### src/design/line_alarm_pkg.sv
// Constants and carrier types for the line alarm interrupt block.
package line_alarm_pkg;

  localparam int NUM_CH = 14;
  localparam logic [3:0] LAST_CH = 4'hD;

  // Register indices; the byte address is four times the index.
  localparam logic [3:0] ENA_IDX = 4'h4;
  localparam logic [3:0] STAT_IDX = 4'h5;
  localparam logic [3:0] CHG_IDX = 4'h6;
  localparam logic [7:0] GCTL_IDX = 8'hE0;
  localparam logic [7:0] GMON_IDX = 8'hE5;

  // Field positions.
  localparam int GIE_BIT = 0;
  localparam int CVSEL_BIT = 7;
  localparam int DRV_BIT = 6;
  localparam int FIFO_BIT = 5;
  localparam int CV_BIT = 4;
  localparam int AIS_BIT = 2;
  localparam int LOS_BIT = 1;
  localparam int PAT_BIT = 0;
  localparam logic [7:0] ALARM_MASK = 8'h77;
  localparam logic [7:0] REG_RST = 8'h00;

  localparam logic [1:0] RESP_OKAY = 2'h0;
  localparam logic [1:0] RESP_SLVERR = 2'h2;

  typedef struct packed {
    logic drvFail;
    logic fifoLimit;
    logic codeViol;
    logic cntOvf;
    logic allOnes;
    logic sigLoss;
    logic patDet;
  } alarm_type;

  typedef struct packed {
    logic        awvalid;
    logic [31:0] awaddr;
    logic        wvalid;
    logic [31:0] wdata;
    logic [3:0]  wstrb;
    logic        bready;
    logic        arvalid;
    logic [31:0] araddr;
    logic        rready;
  } axi_req_type;

  typedef struct packed {
    logic        awready;
    logic        wready;
    logic        bvalid;
    logic [1:0]  bresp;
    logic        arready;
    logic        rvalid;
    logic [31:0] rdata;
    logic [1:0]  rresp;
  } axi_rsp_type;

endpackage

### src/design/line_alarm_status_irq.sv
// Per-channel alarm status, change and enable registers with interrupt.
//
// Behaviour
// - All-ones interrupt enable bit, RW, resets zero.
// - Signal-loss interrupt enable bit, RW, resets zero.
// - Pattern-detect interrupt enable bit, RW, resets zero.
// - Interrupt needs alarm enable and global enable.
// - Driver-fail flag follows driver failure continuously.
// - Driver-fail interrupt needs its enable and global.
// - FIFO limit flag follows pointer proximity.
// - Global select switches flag to counter overflow.
// - By default flag shows code violation events.
// - All-ones flag follows all-ones detection.
// - Signal-loss flag follows loss condition.
// - Status read-only, reserved bits zero, resets zero.
// - Enables for driver, FIFO, violation at 6,5,4.
// - Status changes set change bits, cleared on read.
//
// Design decision made here: register access over AXI4-Lite.
module line_alarm_status_irq
  import line_alarm_pkg::*;
(
  // Clock and reset.
  input  wire logic                   core_clk,
  input  wire logic                   rst,
  // Alarm detector outputs, one group per channel.
  input  wire alarm_type [NUM_CH-1:0] alarmIn,
  // Register bus.
  input  wire axi_req_type            axiReq,
  output      axi_rsp_type            axiRsp,
  // Interrupt.
  output      logic                   irqOut
);

  typedef struct packed {
    alarm_type [NUM_CH-1:0] meta;
    alarm_type [NUM_CH-1:0] sync;
    logic [NUM_CH-1:0][7:0] stat;
    logic [NUM_CH-1:0][7:0] chg;
    logic [NUM_CH-1:0][7:0] ena;
    logic                   global_irq_en;
    logic                   cvSel;
    logic [7:0]             wIdx;
    logic                   awBad;
    logic                   awHave;
    logic [7:0]             wData;
    logic                   wStrb0;
    logic                   wHave;
    logic                   awRdy;
    logic                   wRdy;
    logic                   bValid;
    logic [1:0]             bResp;
    logic                   arRdy;
    logic                   rValid;
    logic [7:0]             rData;
    logic [1:0]             rResp;
    logic                   irq;
  } state_type;

  state_type s_r;
  state_type s_nxt;

  //////////////////////////////////////////////////////////////////////////

  // Builds a status byte; reserved bits stay zero.
  function automatic logic [7:0] compose(alarm_type a, logic sel);
    logic [7:0] v;
    v = REG_RST;
    v[DRV_BIT] = a.drvFail;
    v[FIFO_BIT] = a.fifoLimit;
    v[CV_BIT] = sel ? a.cntOvf : a.codeViol;
    v[AIS_BIT] = a.allOnes;
    v[LOS_BIT] = a.sigLoss;
    v[PAT_BIT] = a.patDet;
    return v;
  endfunction

  // Returns {hit, data} for a register index.
  function automatic logic [8:0] readReg(state_type st, logic [7:0] ix);
    logic [8:0] r;
    r = {1'b0, REG_RST};
    if (ix == GCTL_IDX) begin
      r = {1'b1, 8'(st.global_irq_en) << GIE_BIT};
    end else if (ix == GMON_IDX) begin
      r = {1'b1, 8'(st.cvSel) << CVSEL_BIT};
    end else if (ix[7:4] <= LAST_CH) begin
      case (ix[3:0])
        ENA_IDX: r = {1'b1, st.ena[ix[7:4]]};
        STAT_IDX: r = {1'b1, st.stat[ix[7:4]]};
        CHG_IDX: r = {1'b1, st.chg[ix[7:4]]};
        default: r = {1'b0, REG_RST};
      endcase
    end
    return r;
  endfunction

  // True when any channel holds an enabled change bit.
  function automatic logic anyPend(state_type st);
    logic p;
    p = 1'b0;
    for (int c = 0; c < NUM_CH; c++) begin
      p = p | (|(st.chg[c] & st.ena[c]));
    end
    return p;
  endfunction

  //////////////////////////////////////////////////////////////////////////

  always_comb begin
    logic [NUM_CH-1:0][7:0] clr;
    logic [8:0]             rd;
    logic [8:0]             wr;
    logic                   wrFire;
    clr = '0;
    rd = '0;
    wr = '0;
    wrFire = 1'b0;
    s_nxt = s_r;

    // Two flip-flops before any logic reads the alarm inputs.
    s_nxt.meta = alarmIn;
    s_nxt.sync = s_r.meta;

    // Write: completes once both address and data are held.
    wrFire = s_r.awHave && s_r.wHave && !s_r.bValid;
    wr = readReg(s_r, s_r.wIdx);
    if (wrFire) begin
      s_nxt.awHave = 1'b0;
      s_nxt.wHave = 1'b0;
      s_nxt.bValid = 1'b1;
      s_nxt.bResp = (wr[8] && !s_r.awBad) ? RESP_OKAY : RESP_SLVERR;
      if (wr[8] && !s_r.awBad && s_r.wStrb0) begin
        if (s_r.wIdx == GCTL_IDX) begin
          s_nxt.global_irq_en = s_r.wData[GIE_BIT];
        end else if (s_r.wIdx == GMON_IDX) begin
          s_nxt.cvSel = s_r.wData[CVSEL_BIT];
        end else if (s_r.wIdx[3:0] == ENA_IDX) begin
          s_nxt.ena[s_r.wIdx[7:4]] = s_r.wData & ALARM_MASK;
        end else if (s_r.wIdx[3:0] == CHG_IDX) begin
          clr[s_r.wIdx[7:4]] = s_r.wData;
        end
      end
    end
    if (s_r.bValid && axiReq.bready) begin
      s_nxt.bValid = 1'b0;
    end
    if (axiReq.awvalid && s_r.awRdy) begin
      s_nxt.awHave = 1'b1;
      s_nxt.wIdx = axiReq.awaddr[9:2];
      s_nxt.awBad = |axiReq.awaddr[31:10];
    end
    if (axiReq.wvalid && s_r.wRdy) begin
      s_nxt.wHave = 1'b1;
      s_nxt.wData = axiReq.wdata[7:0];
      s_nxt.wStrb0 = axiReq.wstrb[0];
    end

    // Read: answer registered one edge after the address is taken.
    if (s_r.rValid && axiReq.rready) begin
      s_nxt.rValid = 1'b0;
    end
    if (axiReq.arvalid && s_r.arRdy) begin
      rd = readReg(s_r, axiReq.araddr[9:2]);
      if (|axiReq.araddr[31:10]) begin
        rd = '0;
      end
      s_nxt.rValid = 1'b1;
      s_nxt.rData = rd[7:0];
      s_nxt.rResp = rd[8] ? RESP_OKAY : RESP_SLVERR;
      if (rd[8] && axiReq.araddr[5:2] == CHG_IDX) begin
        clr[axiReq.araddr[9:6]] = clr[axiReq.araddr[9:6]] | rd[7:0];
      end
    end

    // Status tracks the alarms; a change sets its bit after clears.
    for (int c = 0; c < NUM_CH; c++) begin
      s_nxt.stat[c] = compose(s_r.sync[c], s_r.cvSel);
      s_nxt.chg[c] = (s_r.chg[c] & ~clr[c])
                   | (s_nxt.stat[c] ^ s_r.stat[c]);
    end

    s_nxt.awRdy = !s_nxt.awHave && !s_nxt.bValid;
    s_nxt.wRdy = !s_nxt.wHave && !s_nxt.bValid;
    s_nxt.arRdy = !s_nxt.rValid;
    s_nxt.irq = s_nxt.global_irq_en && anyPend(s_nxt);
  end

  always_ff @(posedge core_clk or posedge rst) begin
    if (rst) begin
      s_r <= '0;
    end else begin
      s_r <= s_nxt;
    end
  end

  //////////////////////////////////////////////////////////////////////////

  assign axiRsp.awready = s_r.awRdy;
  assign axiRsp.wready = s_r.wRdy;
  assign axiRsp.bvalid = s_r.bValid;
  assign axiRsp.bresp = s_r.bResp;
  assign axiRsp.arready = s_r.arRdy;
  assign axiRsp.rvalid = s_r.rValid;
  assign axiRsp.rdata = {24'h000000, s_r.rData};
  assign axiRsp.rresp = s_r.rResp;
  assign irqOut = s_r.irq;

  logic wrDone;
  assign wrDone = s_r.awHave && s_r.wHave && !s_r.bValid;

  for (genvar g = 0; g < NUM_CH; g++) begin : g_chk

  end
endmodule

### config.mk
export PLATFORM = sky130hd
export DESIGN_NAME = line_alarm_status_irq
export DESIGN_NICKNAME = d
export VERILOG_FILES = /design/src/design/line_alarm_pkg.sv /design/src/design/line_alarm_status_irq.sv
export SDC_FILE = /design/constraint.sdc
export NUM_CORES = 1
export LEC_CHECK = 0
export BUFFER_PORTS_ARGS = -buffer_cell sky130_fd_sc_hd__buf_2
export CORE_MARGIN = 10
export CORE_UTILIZATION = 45
export CTS_BUF_LIST = sky130_fd_sc_hd__clkbuf_8
export CTS_CLUSTER_DIAMETER = 30
export DETAILED_ROUTE_END_ITERATION = 6
export SYNTH_ARGS = -nofsm -noshare
export SYNTH_HDL_FRONTEND = slang
export SYNTH_SLANG_ARGS = --single-unit
### constraint.sdc
create_clock -name core_clk -period 39.6 [get_ports core_clk]
set_clock_uncertainty 0.05 [all_clocks]
set_input_delay 7.92 -clock core_clk [delete_from_list [all_inputs] [get_ports core_clk]]
set_output_delay 7.92 -clock core_clk [all_outputs]
set_load 0.02 [all_outputs]
==> impl_metrics.json <==
{
  "run_status": "completed",
  "die-height_microns": 252,
  "syn-mean-instance-area_sq_um": 11.7,
  "timing.reg2reg.worst_path_depth": 11,
  "number_of_placed_instances_taps_included": 2911,
  "grt_start_max_net_pins": 173,
  "finalCritPeriodShare_pct": 32.6,
  "synthMostInstantiatedCell": "sky130_fd_sc_hd__dfrtp_1",
  "multi_input_comb_area_sq_mm": 0.00972,
  "post_synthesis_cell_area_sq_mm": 0.0243,
  "overflow": 0,
  "worstMarginPinSlew_ns": 1.37,
  "p_leak_nw": 12.9,
  "gp_routability_congestion": 0.997,
  "cts_tree": "yes",
  "vdd_drop_max_mv": 0.0331,
  "grt_pass1_wl_mm": 138,
  "h_tree_depth": 3,
  "synth_largest_area_cell": "sky130_fd_sc_hd__dfrtp_1",
  "clock-sinks": 542,
  "cts_repair_resize_count": 0,
  "core-area_sq_mm": 0.0536,
  "routed_wire_length_per_instance_microns": 31.3,
  "numCtsBuffers": 118,
  "critical_path.cell_chain": "buf_6, buf_4, buf_4, mux2_2, a221oi_1, nor2_1, o31a_1, or4_1, a31oi_1, nor4_1, nand4_1, nor3_1, a31oi_1",
  "critical_path_fanouts_max": 51,
  "synth.area.top_cells": "sky130_fd_sc_hd__dfrtp_1 (56%), sky130_fd_sc_hd__mux2i_1 (8.3%), sky130_fd_sc_hd__xnor2_1 (2.7%)",
  "cap_violations": 0,
  "maxSlewHeadroom_pct": 8.07,
  "cp-start-kind": "input pin",
  "die_area_sq_mm": 0.0636,
  "fmax_ghz": 0.0773,
  "initial_core_util_pct": 45.3,
  "numPortBuffers": 189,
  "cts_hold_buffers": 0,
  "worst_hold_path_type": "flop to flop",
  "hold_depth": 0,
  "syn_inst": 2082,
  "dr.max_layer_used": "met5",
  "ys_types": 84,
  "worst-endpoint-required_ns": 40.07,
  "synth_commonest_cells": "sky130_fd_sc_hd__dfrtp_1 (542), sky130_fd_sc_hd__mux2i_1 (201), sky130_fd_sc_hd__nand2_1 (172)",
  "postRouteAntennaNets": 0,
  "drc": 0,
  "critical_path_class": "input pin to flop",
  "ctsLongestPathBuffers": 3,
  "flow.area_growth_from_synthesis_pct": 19.1,
  "drive_above_1_share_pct": 24.3,
  "worst_stage_delay_on_the_critical_path_ns": 0.90,
  "maxSlewViolCount": 0,
  "top_level_port_count": 247,
  "wl_mm": 97.9,
  "fillers": 4780,
  "power-per-cell-area_mw_per_mm2": 54.4,
  "layout_min_cycle_time_ns": 12.93,
  "ys.warnings.count": 0,
  "antenna_found_initial": 6,
  "portion_of_synthesized_cell_area_occupied_by_the_leading_cell_type_pct": 55.9,
  "setup_repair_after_global_routing_missed_its_margin": "false",
  "fin_ws_ns": 26.67,
  "synth_top_flop_cell": "sky130_fd_sc_hd__dfrtp_1",
  "clkSlewWorstSetupHoldPaths_ns": 0.06,
  "worst_path_max_delay_cell": "sky130_fd_sc_hd__buf_4",
  "drc_violation_total_after_the_first_tritonroute_iteration": 2170,
  "crit_path_end_kind": "flop",
  "setup-tns-final_ns": 0,
  "dp_hpwl_mm": 68.0,
  "detailroute.via_count": 19300,
  "setup-violations-final": 0,
  "row_count": 85,
  "layoutNonFillerInstCount": 3131,
  "drt-vias-per-instance": 6.15,
  "p_total_mw": 1.57,
  "postCtsSetupBuffers": 0,
  "final-seq-area_sq_mm": 0.0136,
  "synth_async_sr_flop_share_pct": 100,
  "dp_slack_ns": 26.17,
  "worst-endpoint-arrival_ns": 13.40,
  "vias_in_the_first_global_route": 19600,
  "routed_wire_length_on_met2_mm": 43.2,
  "dr_wl_met3_mm": 9.38,
  "clk_root_buffer_cell": "sky130_fd_sc_hd__clkbuf_8",
  "routedLengthMet1_mm": 38.5,
  "finalHoldViolCount": 0,
  "drt-pass1-iter-count": 5,
  "clock_latency_late_sink_ns": 0.76,
  "yosys_register_bits": 542,
  "synth-seq-area-share_pct": 55.9,
  "finalNetCount": 2540,
  "die_w_microns": 252,
  "synth_enable_flop_cells": 0,
  "groute.usage.overall_pct": 30.4
}
logic make-up (layout without fill, tap and decap cells):
logic type | Yosys count | count (layout) | synth area share (%)
DFF | 542 | 542 | 55.9
and+or+nand+nor | 501 | 501 | 11.8
AOI/OAI and AO/OA | 445 | 445 | 13.1
muxes | 263 | 263 | 11.3
buffers and inverters | 242 | 568 | 4.66
xor gates and xnor gates | 88 | 88 | 3.18
other | 1 | 28 | 0.0155
worst max-delay path: cells and delay by family:
kind	cells	cell delay [ns]
mux	1	0.33
compound gates	4	0.65
buf+inv	3	2.17
simple gates	5	2.12
stage by stage:
| stage | util [%] | hold slack (ns) | instance area (sq um) |
|---|---|---|---|
| floorplan | - | 0.281 | 24400 |
| global placement | 48.6 | 0.284 | 26000 |
| detailed placement | 48.6 | 0.285 | 26000 |
| CTS | 53.9 | 0.295 | 28900 |
| global route | 53.9 | 0.295 | 28900 |
| finish | 53.9 | 0.281 | 28900 |
cell type report:
cell class	instances	area share, %
flip-flops and latches	542	46.9
multi-input cells	1323	33.6
clock buffers	131	6.24
repair buffers	266	5.38
clock inverters	87	3.65
well taps	696	3.01
inverters	84	1.12
diodes	2	0.0173
cells in the final DEF, fill, tap and decap left out, types with 11 or more instances in the layout:
cell,netlist,final
sky130_fd_sc_hd__dfrtp_1,542,542
sky130_fd_sc_hd__mux2i_1,201,201
sky130_fd_sc_hd__buf_2,40,188
sky130_fd_sc_hd__nand2_1,172,172
sky130_fd_sc_hd__clkbuf_8,0,131
sky130_fd_sc_hd__inv_1,84,97
sky130_fd_sc_hd__o21ai_0,88,88
sky130_fd_sc_hd__o22ai_1,84,84
sky130_fd_sc_hd__xnor2_1,76,76
sky130_fd_sc_hd__buf_4,44,75
sky130_fd_sc_hd__mux2_2,59,59
sky130_fd_sc_hd__a21oi_1,54,54
sky130_fd_sc_hd__nor2_1,46,45
sky130_fd_sc_hd__nand3_1,38,38
sky130_fd_sc_hd__o311ai_0,38,38
sky130_fd_sc_hd__nor3_1,37,37
sky130_fd_sc_hd__nor2b_1,34,34
sky130_fd_sc_hd__nor4_1,27,26
sky130_fd_sc_hd__o31ai_1,26,26
sky130_fd_sc_hd__conb_1,1,26
sky130_fd_sc_hd__nand4_1,23,23
sky130_fd_sc_hd__bufinv_16,0,18
sky130_fd_sc_hd__clkinvlp_4,0,18
sky130_fd_sc_hd__a211oi_1,17,17
sky130_fd_sc_hd__a21o_1,17,17
sky130_fd_sc_hd__o211ai_1,16,16
sky130_fd_sc_hd__nand2b_1,15,15
sky130_fd_sc_hd__nor4_4,11,15
sky130_fd_sc_hd__clkinv_4,0,15
sky130_fd_sc_hd__or4_1,14,14
sky130_fd_sc_hd__xor2_1,12,12
sky130_fd_sc_hd__o22a_1,11,11
routing by layer:
layer | vias up | GRT usage, %
li1 | 8084 | -
met1 | 9734 | 38.7
met2 | 1144 | 45.5
met3 | 289 | 7.70
met4 | 10 | 19.4
met5 | - | 0
power by group:
part           switching (mW)  internal (mW)
Clock                   0.284          0.434
Sequential             0.0393          0.585
Combinational           0.161         0.0674
final timing paths:
kind | from | end | slack, ns
hold reg to reg | s_nxt[381]$_DFF_PP0_ | s_nxt[269]$_DFF_PP0_ | 0.28
min in group asynchronous | rst | s_nxt[389]$_DFF_PP0_ | 7.31
setup reg to reg | s_r[35]$_DFFE_PP0P_ | irqOut$_DFF_PP0_ | 34.05
setup / recovery | axiReq[8] | irqOut$_DFF_PP0_ | 26.67
hold / removal | s_nxt[381]$_DFF_PP0_ | s_nxt[269]$_DFF_PP0_ | 0.28
max in group asynchronous | rst | axiRsp[9]$_DFFE_PP0P_ | 30.62
sequential cells by signal, indices dropped and copies added, names as in the netlist:
| register | flops |
|---|---|
| s_r | 358 |
| s_nxt | 168 |
| axiRsp | 15 |
| irqOut | 1 |
Note: power is estimated with default switching activity, not from simulation.
